==> src/hw/tcos_map.vh <==
/*
 * Register offsets, field positions, reset values and timing figures for
 * the tandem connection overhead source.
 * Assumes it is included by its bare name in plain Verilog-2005 files.
 */
`ifndef TCOS_MAP_VH
`define TCOS_MAP_VH

// ==========================================================================
// Register byte offsets (Avalon word address = offset / 4)
`define TCOS_OFS_CTRL 8'h00
`define TCOS_OFS_STATUS 8'h04
`define TCOS_OFS_TRACE0 8'h10
`define TCOS_OFS_TRACE1 8'h14
`define TCOS_OFS_TRACE2 8'h18
`define TCOS_OFS_TRACE3 8'h1C

// ==========================================================================
// Control fields and reset values
`define TCOS_CTRL_INSERT_BIT 0
`define TCOS_CTRL_RESET 1'h1
`define TCOS_TRACE_RESET 128'h0

// ==========================================================================
// Status fields
`define TCOS_STAT_IEC_LSB 0
`define TCOS_STAT_MF_LSB 8

// ==========================================================================
// Container geometry: 9 rows of 261 bytes, path overhead in column 0
`define TCOS_ROW_BYTES 12'd261
`define TCOS_FRAME_BYTES 12'd2349
`define TCOS_B3_INDEX 12'd261
`define TCOS_N1_INDEX 12'd2088

// ==========================================================================
// Multiframe on N1 bits 7 and 8
`define TCOS_MF_LEN 7'd76
`define TCOS_MF_FAS_LAST 7'd8
`define TCOS_MF_TRACE_FIRST 7'd9
`define TCOS_MF_TRACE_LAST 7'd72
`define TCOS_MF_RDI_FRAME 7'd73
`define TCOS_MF_ODI_FRAME 7'd74
`define TCOS_MF_ALIGN 16'hFFFE
`define TCOS_MF_DURATION_US 9500

// ==========================================================================
// Error code values
`define TCOS_IEC_SERVER_FAIL 4'hE
`define TCOS_IEC_ZERO 4'h9

// ==========================================================================
// Response time for indication bits; one multiframe is always below it
`define TCOS_RESP_LIMIT_US 20000
`define TCOS_CLK_MHZ 125
`define TCOS_RESP_LIMIT_CYC (`TCOS_RESP_LIMIT_US * `TCOS_CLK_MHZ)

`endif

==> src/hw/tcos_source.v <==
/*
 * Tandem connection overhead source: rewrites N1 of each container with
 * the error code, indication bits and multiframed alignment and trace, and
 * compensates B3, with an Avalon-MM slave for control, trace and status.
 * Assumes one byte per clock while clk_en is high, frame start marking the
 * first overhead byte, and all indication inputs on the same clock.
 */
`include "tcos_map.vh"

// Contract
// - Remote defect request sets N1 bit 8 in frame 73 within 20 ms.
// - N1 bits 7 and 8 form a 76-frame multiframe of 9.5 ms.
// - Remote error value is copied into N1 bit 5 every frame.
// - Outgoing defect request sets N1 bit 7 in frame 74 within 20 ms.
// - Outgoing error value is copied into N1 bit 6 every frame.
// - Frames 1 to 8 carry the sixteen-bit alignment pattern, two bits each.
// - Frames 9 to 72 carry the management trace, two bits each.
// - Unused bit 7 and 8 positions in frames 73 to 76 are zero.
// - Even parity of previous container versus current B3 gives violation count.
// - Server fail forces error code 1110 into N1 bits 1 to 4.
// - Counts 1 to 8 sent in binary; zero violations sent as 1001.
// - B3 is compensated from previous B3 and N1, in and out, and current B3.
module tcos_source (
   // Clock, reset, enable
   input wire clk,
   input wire rst_n,
   input wire clk_en,
   // Adapted stream in
   input wire [7:0] adapted_data_in,
   input wire adapted_frame_start_in,
   input wire server_fail_in,
   // Indications from the sink side
   input wire remote_defect_request,
   input wire remote_error_value,
   input wire outgoing_defect_request,
   input wire outgoing_error_value,
   // Connection point out
   output reg [7:0] connection_data_out,
   output reg connection_frame_start_out,
   // Avalon-MM slave
   input wire [3:0] avs_address,
   input wire avs_read,
   input wire avs_write,
   input wire [31:0] avs_writedata,
   output reg [31:0] avs_readdata,
   output wire avs_waitrequest
);

   // ========================================================================
   // Declarations
   reg insert_en;
   reg [127:0] trace_id_to_send;
   reg bus_ack;
   reg [11:0] byte_idx;
   reg [6:0] mf_frame;
   reg [7:0] bip_acc;
   reg [7:0] prev_bip;
   reg [3:0] iec_hold;
   reg [7:0] prev_b3_in;
   reg [7:0] prev_b3_out;
   reg [7:0] prev_n1_in;
   reg [7:0] prev_n1_out;
   reg [1:0] mf_bits;
   reg [7:0] next_out;
   reg [31:0] next_rdata;
   wire [3:0] iec_code;
   wire [11:0] cur_idx;
   wire [6:0] cur_mf;
   wire [6:0] mf_step;
   wire [6:0] trace_pos;
   wire [6:0] fas_pos;
   wire [7:0] n1_new;
   wire [7:0] b3_comp;
   wire bus_req;
   wire [7:0] bus_ofs;
   wire [15:0] align_pat;
   wire [3:0] fas_hi;
   wire [3:0] fas_lo;

   // ========================================================================
   // Avalon slave: one wait state, readdata latched on the first edge;
   // waitrequest stays high while clk_en is low, so no access is dropped
   assign bus_req = avs_read | avs_write;
   assign avs_waitrequest = bus_req & ~(bus_ack & clk_en);
   assign bus_ofs = {2'b00, avs_address, 2'b00};

   // Read mux; unmapped words read as zero
   always @* begin
      case (bus_ofs)
         `TCOS_OFS_CTRL: next_rdata = {31'h0, insert_en};
         `TCOS_OFS_STATUS: next_rdata = {17'h0, mf_frame, 4'h0, iec_hold};
         `TCOS_OFS_TRACE0: next_rdata = trace_id_to_send[127:96];
         `TCOS_OFS_TRACE1: next_rdata = trace_id_to_send[95:64];
         `TCOS_OFS_TRACE2: next_rdata = trace_id_to_send[63:32];
         `TCOS_OFS_TRACE3: next_rdata = trace_id_to_send[31:0];
         default: next_rdata = 32'h0;
      endcase
   end

   // Bus registers; clk_en low freezes the bus along with the stream
   always @(posedge clk or negedge rst_n) begin
      if (!rst_n) begin
         bus_ack <= 1'b0;
         avs_readdata <= 32'h0;
         insert_en <= `TCOS_CTRL_RESET;
         trace_id_to_send <= `TCOS_TRACE_RESET;
      end else if (clk_en) begin
         bus_ack <= bus_req & ~bus_ack;
         if (avs_read & ~bus_ack) begin
            avs_readdata <= next_rdata;
         end
         if (avs_write & bus_ack) begin
            case (bus_ofs)
               `TCOS_OFS_CTRL: insert_en <= avs_writedata[`TCOS_CTRL_INSERT_BIT];
               `TCOS_OFS_TRACE0: trace_id_to_send[127:96] <= avs_writedata;
               `TCOS_OFS_TRACE1: trace_id_to_send[95:64] <= avs_writedata;
               `TCOS_OFS_TRACE2: trace_id_to_send[63:32] <= avs_writedata;
               `TCOS_OFS_TRACE3: trace_id_to_send[31:0] <= avs_writedata;
               default: ;
            endcase
         end
      end
   end

   // ========================================================================
   // Position within container and multiframe for the current byte
   assign cur_idx = adapted_frame_start_in ? 12'h000 : byte_idx;
   assign mf_step = (mf_frame == `TCOS_MF_LEN) ? 7'h01 : (mf_frame + 7'h01);
   assign cur_mf = adapted_frame_start_in ? mf_step : mf_frame;
   assign trace_pos = (cur_mf - `TCOS_MF_TRACE_FIRST) << 1;
   assign fas_pos = (cur_mf - 7'h01) << 1;
   // Alignment pattern as a net so single bits can be picked out
   assign align_pat = `TCOS_MF_ALIGN;
   assign fas_hi = 4'hF - fas_pos[3:0];
   assign fas_lo = 4'hE - fas_pos[3:0];

   // Bits 7 and 8 by multiframe slot
   always @* begin
      if (cur_mf <= `TCOS_MF_FAS_LAST) begin
         mf_bits = {align_pat[fas_hi], align_pat[fas_lo]};
      end else if (cur_mf <= `TCOS_MF_TRACE_LAST) begin
         mf_bits = {trace_id_to_send[7'd127 - trace_pos],
                    trace_id_to_send[7'd126 - trace_pos]};
      end else if (cur_mf == `TCOS_MF_RDI_FRAME) begin
         mf_bits = {1'b0, remote_defect_request};
      end else if (cur_mf == `TCOS_MF_ODI_FRAME) begin
         mf_bits = {outgoing_defect_request, 1'b0};
      end else begin
         mf_bits = 2'b00;
      end
   end

   // N1 bit 1 is the MSB of the byte
   assign n1_new = {iec_hold, remote_error_value, outgoing_error_value, mf_bits};
   assign b3_comp = prev_b3_in ^ prev_b3_out ^ prev_n1_in ^ prev_n1_out
                    ^ adapted_data_in;

   // ========================================================================
   // Error code from parity of previous container against received B3
   tcos_iec_enc u_iec (
      .computed_bip(prev_bip),
      .received_b3(adapted_data_in),
      .server_fail(server_fail_in),
      .iec_code(iec_code)
   );

   // Output byte selection; with insertion off N1 passes and B3 keeps
   // the offset carried from the previous B3, so toggling needs no special case
   always @* begin
      if (cur_idx == `TCOS_B3_INDEX) begin
         next_out = b3_comp;
      end else if (cur_idx == `TCOS_N1_INDEX && insert_en) begin
         next_out = n1_new;
      end else begin
         next_out = adapted_data_in;
      end
   end

   // ========================================================================
   // Stream state; multiframe starts at slot 76 so the first frame is 1
   always @(posedge clk or negedge rst_n) begin
      if (!rst_n) begin
         byte_idx <= 12'h000;
         mf_frame <= `TCOS_MF_LEN;
         bip_acc <= 8'h00;
         prev_bip <= 8'h00;
         iec_hold <= `TCOS_IEC_ZERO;
         prev_b3_in <= 8'h00;
         prev_b3_out <= 8'h00;
         prev_n1_in <= 8'h00;
         prev_n1_out <= 8'h00;
         connection_data_out <= 8'h00;
         connection_frame_start_out <= 1'b0;
      end else if (clk_en) begin
         connection_data_out <= next_out;
         connection_frame_start_out <= adapted_frame_start_in;
         mf_frame <= cur_mf;
         // Saturate so a missing frame start never wraps onto B3 or N1
         if (cur_idx != `TCOS_FRAME_BYTES) begin
            byte_idx <= cur_idx + 12'h001;
         end
         // Parity covers every received byte, B3 included
         if (adapted_frame_start_in) begin
            prev_bip <= bip_acc;
            bip_acc <= adapted_data_in;
         end else begin
            bip_acc <= bip_acc ^ adapted_data_in;
         end
         if (cur_idx == `TCOS_B3_INDEX) begin
            iec_hold <= iec_code;
            prev_b3_in <= adapted_data_in;
            prev_b3_out <= b3_comp;
         end
         if (cur_idx == `TCOS_N1_INDEX) begin
            prev_n1_in <= adapted_data_in;
            prev_n1_out <= next_out;
         end
      end
   end

endmodule

==> src/hw/tcos_iec_enc.v <==
/*
 * Incoming error code encoder: counts mismatching bits between the
 * parity of the previous container and the received B3, and encodes the
 * count as a four-bit code.
 * Assumes the caller registers the result; purely combinational.
 */
`include "tcos_map.vh"

module tcos_iec_enc (
   // Parity inputs
   input wire [7:0] computed_bip,
   input wire [7:0] received_b3,
   input wire server_fail,
   // Encoded result
   output reg [3:0] iec_code
);

   // ========================================================================
   // Mismatch count
   wire [7:0] diff;
   wire [3:0] part [0:8];
   assign diff = computed_bip ^ received_b3;
   assign part[0] = 4'h0;
   genvar g;
   generate
      for (g = 0; g < 8; g = g + 1) begin : g_cnt
         assign part[g + 1] = part[g] + {3'h0, diff[g]};
      end
   endgenerate

   // ========================================================================
   // Code selection; zero never goes out as all zeros
   always @* begin
      if (server_fail) begin
         iec_code = `TCOS_IEC_SERVER_FAIL;
      end else if (part[8] == 4'h0) begin
         iec_code = `TCOS_IEC_ZERO;
      end else begin
         iec_code = part[8];
      end
   end

endmodule

==> config.mk <==
export PLATFORM = sky130hd
export DESIGN_NAME = tcos_source
export DESIGN_NICKNAME = d
export VERILOG_FILES = /design/src/hw/tcos_source.v /design/src/hw/tcos_iec_enc.v
export VERILOG_INCLUDE_DIRS = /design/src /design/src/hw
export SDC_FILE = /design/constraint.sdc
export NUM_CORES = 1
export LEC_CHECK = 0
export BUFFER_PORTS_ARGS = -buffer_cell sky130_fd_sc_hd__buf_2
export CORE_MARGIN = 4
export CORE_UTILIZATION = 66
export CTS_CLUSTER_DIAMETER = 80
export DETAILED_ROUTE_END_ITERATION = 8
export GPL_TIMING_DRIVEN = 0
export PLACE_DENSITY = 0.86
export REMOVE_ABC_BUFFERS = 1
export SKIP_CTS_REPAIR_TIMING = 1
export SLEW_MARGIN = 0
export SYNTH_ARGS = -nofsm -noshare
export SYNTH_HDL_FRONTEND = slang
export SYNTH_SLANG_ARGS = --single-unit
==> constraint.sdc <==
create_clock -name clk -period 7.6 [get_ports clk]
set_input_delay 0.76 -clock clk [delete_from_list [all_inputs] [get_ports clk]]
set_output_delay 0.76 -clock clk [all_outputs]
set_load 0.1 [all_outputs]
## Word level (Yosys, flattened, before mapping)

Memory sizes are Yosys's and may differ from the RTL's.
Cells that the tools add are included.

| storage, ports and cells | value |
|---|---|
| bits in registers | 242 |
| memory bits (read-only) | 32 |
| input port bits | 55 |
| output and inout port bits | 42 |
| logic and storage cells | 98 |
| memories kept | 2 |

Memories:

| memory | depth | bits a word | read ports | clocked after memory_dff | wr ports | RTL line | source |
|---|---|---|---|---|---|---|---|
| (name not given) | 16 | 1 | 1 | 0 | 0 | tcos_source.v:140 | `mf_bits = {align_pat[fas_hi], align_pat[fas_lo]};` |
| (name not given) | 16 | 1 | 1 | 0 | 0 | tcos_source.v:140 |  |

| cells by class | value |
|---|---|
| add/subtract/negate cells | 15 |
| magnitude comparators | 6 |
| equal/unequal tests | 11 |
| multiplexer cells | 19 |
| bitwise gates (word level) | 14 |
| reduce and logical (&&, ||, !) cells | 13 |

Operator list:

| operator | number |
|---|---|
| $pmux 32 s6 | 1 |
| $xor 8x8->8 | 6 |
| $add 4x1->4 | 6 |
| $mux 8 | 3 |
| $eq 7x7->1 const B | 3 |
| $eq 4x3->1 const B | 4 |
| $lt 7x8->1 const B | 2 |
| $reduce_and 3->1 | 5 |
| $bmux 1 s7 | 2 |
| $mux 7 | 2 |
| $sub 7x7->7 const A | 2 |
| $add 12x1->12 const B | 1 |
| $eq 12x12->1 const B | 1 |
| $eq 12x9->1 const B | 1 |
| $mux 12 | 1 |
| $ne 12x12->1 const B | 1 |
| $lt 4x5->1 const B | 2 |
| $reduce_and 2->1 | 5 |
| $logic_not 8->1 | 1 |
| $mux 2 | 4 |
| $mux 4 | 2 |
| $sub 4x4->4 const A | 2 |
| $add 7x1->7 const B | 1 |
| $le 7x4->1 const B | 1 |
| other kinds (11) | 19 |

## Longest topological paths before layout

| logic depth | value |
|---|---|
| depth after elaboration | 11 |
| gate-level depth with buffers | 19 |
| depth with buffers taken out | 14 |

## Modules after synthesis

A second synthesis with hierarchy kept.

| second synthesis, totals | value |
|---|---|
| cell total of the unflattened synthesis | 1233 |
| area, all modules | 13768.2 µm² |

By module, submodules not included:

| module | instances | cells each | area each (µm²) | seq. area each (µm²) |
|---|---|---|---|---|
| tcos_source | 1 | 1201 | 13461.7 | 6063.3 |
| tcos_iec_enc | 1 | 32 | 306.5 | 0.0 |

## Worst setup path before layout

No wires, ideal clock.

| timing | value |
|---|---|
| path kind | input -> register |
| from | input port adapted_frame_start_in |
| to | register prev_n1_out[0] |
| library setup time | 0.064 ns |
| data arrival time | 4.120 ns |
| data required time | 7.536 ns |
| path slack | 3.416 ns |
| cell stages on the path | 16 |
| buffers on the path | 7 |
| cell sequence | buf_6 -> buf_4 -> inv_1 -> clkbuf_1 -> clkbuf_1 -> a21boi_0 -> ha_1 -> buf_2 -> clkbuf_1 -> clkbuf_1 -> o21ai_0 -> o221ai_1 -> a311oi_1 -> a211o_1 -> a311oi_1 -> a21o_1 |

| on the way | value |
|---|---|
| word-level cells in the longest chain between the ends | 9 |
| elaborated cells on any way between the ends | 22 |
| those cells by class | 4 x add/sub; 2 x order compare; 3 x eq/ne; 10 x mux; 2 x reduce/logical; 1 x memory |

RTL lines:

| what | RTL line | source |
|---|---|---|
| start: declaration | tcos_source.v:30 | `input wire adapted_frame_start_in,` |
| $mux 7 | tcos_source.v:129 | `assign cur_mf = adapted_frame_start_in ? mf_step : mf_frame;` |
| $sub 6x4->6 (no source line) | n/a |  |
| $sub 7x7->7 | tcos_source.v:143 | `trace_id_to_send[7'd126 - trace_pos]};` |
| $bmux 1 s7 | tcos_source.v:143 |  |
| $mux 1 (not written as such) | tcos_source.v:143 |  |
| $mux 2 | tcos_source.v:141 | `` end else if (cur_mf <= `TCOS_MF_TRACE_LAST) begin `` |
| $mux 2 | tcos_source.v:139 | `` if (cur_mf <= `TCOS_MF_FAS_LAST) begin `` |
| $mux 8 | tcos_source.v:172 | `` end else if (cur_idx == `TCOS_N1_INDEX && insert_en) begin `` |
| $mux 8 | tcos_source.v:170 | `` if (cur_idx == `TCOS_B3_INDEX) begin `` |
| end signal: assignment | tcos_source.v:216 | `prev_n1_out <= next_out;` |
| end: declaration | tcos_source.v:62 | `reg [7:0] prev_n1_out;` |

Parallel ways exist; a longest one is shown, timed or not. The select of a mux whose other input is x is not followed.
A chain may end at the register's enable or synchronous reset.

## Final worst setup path

| timing | value |
|---|---|
| from | register mf_frame[0] |
| to | register connection_data_out[0] |

| on the way | value |
|---|---|
| word-level cells in the longest chain between the ends | 11 |
| elaborated cells on any way between the ends | 20 |
| those cells by class | 5 x add/sub; 2 x order compare; 2 x eq/ne; 10 x mux; 1 x memory |

RTL lines:

| what | RTL line | source |
|---|---|---|
| start: declaration | tcos_source.v:55 | `reg [6:0] mf_frame;` |
| start signal: assignment | tcos_source.v:184 | `` mf_frame <= `TCOS_MF_LEN; `` |
| start signal: assignment | tcos_source.v:197 | `mf_frame <= cur_mf;` |
| $add 7x1->7 or $eq 7x7->1 (tied branches) | n/a |  |
| $mux 7 | tcos_source.v:128 | `` assign mf_step = (mf_frame == `TCOS_MF_LEN) ? 7'h01 : (mf_frame + 7'h01); `` |
| $mux 7 * | tcos_source.v:129 |  |
| $sub 6x4->6 (no source line) | n/a |  |
| $sub 7x7->7 | tcos_source.v:143 |  |
| $bmux 1 s7 | tcos_source.v:143 |  |
| $mux 1 (not written as such) | tcos_source.v:143 |  |
| $mux 2 | tcos_source.v:141 |  |
| $mux 2 * | tcos_source.v:139 |  |
| $mux 8 * | tcos_source.v:172 |  |
| $mux 8 * | tcos_source.v:170 |  |
| end signal: assignment | tcos_source.v:195 | `connection_data_out <= next_out;` |
| end: declaration | tcos_source.v:38 | `output reg [7:0] connection_data_out,` |

Mark *: on every way between the ends. The rest lies on a longest branch, timed or not. The select of a mux whose other input is x is not followed.

==> results.yml <==
critical_path:
  worstSetupStartpoint: "mf_frame[0]$_DFFE_PN0P_"
  critPathLaunchType: "flop"
  reg2reg_from: "mf_frame[0]$_DFFE_PN0P_"
  endpoint_kind: "flop"
  path_class: "reg2reg"
  critPathMaxFanout: 35
  cp_data_arrival_time_ps: 7100
  reg2reg_slack_ps: 890
  r2r_end: "connection_data_out[0]$_DFFE_PN0P_"
  crit_required_ps: 7990
  r2r_cells: 12
detailed_routing:
  drc: 0
  wl_um: 35100
  vias: 10400
  dr.first_iter.drc_count: 1350
  firstDrtPassIters: 7
  wl_per_cell_um: 23.1
  ant_nets: 0
  avgViaCountPerCell: 6.84
floorplan:
  core_um2: 19500
  rows: 51
  die_w_um: 149
  dieArea_um2: 22200
  chipHeight_um: 149
  start_util_pct: 67.2
  ios: 97
run:
  maxCapViolations: 0
final_layout:
  syn_to_final_growth_pct: 12.5
  post-route-util_pct: 75.7
  fillers: 1266
  final_cells: 1517
  drive_gt1_share_pct: 30.4
  final_nets: 1301
synth:
  synthTopCellsByArea: "dfrtp_1 (45%), mux2_2 (15%), mux2i_1 (4.0%), nand2_1 (3.0%), xnor2_1 (2.8%)"
  synth_edf_count: 0
  synth_area_um2: 13100
  synth_xor_xnor_area_share_pct: 3.65
  yosys_warnings: 0
  ys_async_sr_fraction_pct: 100
  synthCells: 1176
  synth.distinct_cells: 78
  synth_flop_cell: "dfrtp_1"
  yosysMostFrequentCell: "dfrtp_1"
  synthSimpleGateAreaFrac_pct: 9.36
  synth_compound_area_share_pct: 14.2
  synth-seq-cells: 242
  synthTopCellsByCount: "dfrtp_1 (236), mux2_2 (178), nand2_1 (106)"
  synth_top_family_by_area: "multiplexers"
  synth_top_area_share_pct: 45.0
  synthAdderAreaFrac_pct: 1.75
  avgSynthCellArea_um2: 11.2
  synth_mux_area_share_pct: 20.9
  synth_area_leader_cell: "dfrtp_1"
  synth_seq_area_share_pct: 46.2
clocking:
  tritoncts: "done"
  clk_pin_slew_ps: 60
  htreeDepth: 1
  clk_latency_ps: 540
  numCtsBuffers: 26
  clockBufferDepth: 3
  clock_sinks: 242
  cts_root_buffer: "clkbuf_16"
status:
  status: "complete, no violations"
placed_design:
  place_congestion: 0.925
  post-place-cells: 1467
  dpl.hpwl_um: 22400
  port_buffers: 96
sta:
  drv_slew: 0
  min_period_ps: 6710
  setup_violations: 0
  relSlewSlack_pct: 15.6
  fmax_mhz: 149
  rsz0062_at_grt: "no"
  finalHoldViolCount: 0
  tightest_slew_ps: 1260
  finalClockSkew_ps: 12.3
  fin_crit_sh_pct: 88.3
global_route:
  grt_pass1_wl_um: 56000
  antenna_found_initial: 2
  overflow: 0
  grt_usage_pct: 31.4
  grt_pass1_vias: 10600
  grt_max_degree: 127
pwr:
  p_total_w: 0.00453
  ir_drop_mv: 0.171
  p_per_area_nw_per_um2: 307
  power.leakage_nw: 6.90
worst_hold_path:
  hold_class: "in2async"
-- worst max-delay path by stage --
stage	to	slack [ps]
4_1_cts	connection_data_out[0]$_DFFE_PN0P_	1060
5_1_grt	connection_data_out[0]$_DFFE_PN0P_	710
6_report	connection_data_out[0]$_DFFE_PN0P_	890
3_3_place_gp	trace_id_to_send[123]$_DFFE_PN0P_	-310
3_5_place_dp	connection_data_out[0]$_DFFE_PN0P_	1040
2_1_floorplan	prev_n1_out[1]$_DFFE_PN0P_	2240
-- flip-flops by register name, summed over array words and instances (netlist names), 4 cells and up --
register,count
mf_frame,7
byte_idx,12
connection_data_out,8
iec_hold,4
prev_b3_in,8
prev_bip,8
trace_id_to_send,128
prev_b3_out,8
bip_acc,8
avs_readdata,32
prev_n1_out,8
prev_n1_in,8
-- where the power goes --
group / switching [W] / internal [W]
Clock: 0.000529 / 0.000842
Sequential: 0.000193 / 0.00144
Combinational: 0.000923 / 0.000603
Total: 0.00164 / 0.00288
-- cell type report --
type                       count  area (um^2)  share of cell area [%]
clock inverter                11          160                    1.08
tap                          265          332                    2.24
multi-input combinational    826         6620                    44.8
clock buffer                  37          773                    5.23
inverter                      22         82.6                   0.559
sequential                   242         6060                    41.1
timing repair buffer         112          739                    5.01
antenna                        2         5.00                  0.0339
-- cells in the final DEF (no fill, tap or decap), types with 12 or more instances in the layout --
cell type  synthesis  layout
a22o_1            32      32
xnor2_1           42      42
mux2i_1           53      53
buf_2              9      95
clkbuf_16          0      27
nand3_1           29      29
a311oi_1          14      14
o21ai_0           41      41
nor2_1            52      50
a21oi_1           46      45
mux2_2           178     178
a222oi_1          31      31
a22oi_1           13      13
o221ai_1          13      13
nand2_1          106     106
dfrtp_1          236     235
nor3_1            21      18
nand4_1           13      13
inv_1             22      22
ha_1              12      12
-- cells by family after synthesis --
logic type      count (synthesis)
flops                         242
simple gates                  263
buf+inv                       108
mux                           241
fa+ha+maj                      16
xor+xnor                       53
compound gates                253
-- layer usage --
layer	GRT usage [%]	wire, um
met3	5.74	3300
met5	0	0
met2	49.7	16500
met4	12.7	1330
met1	43.4	13900
-- worst max-delay path, cell delays in order, from the launching register on --
cell	delay [ps]
dfrtp_2	960
inv_1	220
ha_1	280
and4bb_2	300
a21oi_4	790
ha_1	1130
inv_1	860
mux4_2	710
mux2i_1	130
a2111oi_0	100
o21ai_0	360
nor4b_1	570
nor3_1	130
-- stage by stage --
stage | hold WS (ps) | setup TNS [ps] | cell area (um^2) | setup WS (ps)
floorplan | 464 | 0 | 12700 | 2240
global placement | 482 | -9610 | 13500 | -314
detailed placement | 486 | 0 | 13800 | 1040
CTS | 343 | 0 | 14800 | 1060
global route | 354 | 0 | 14800 | 711
finish | 287 | 0 | 14800 | 892
(Power assumes the default switching activity.)
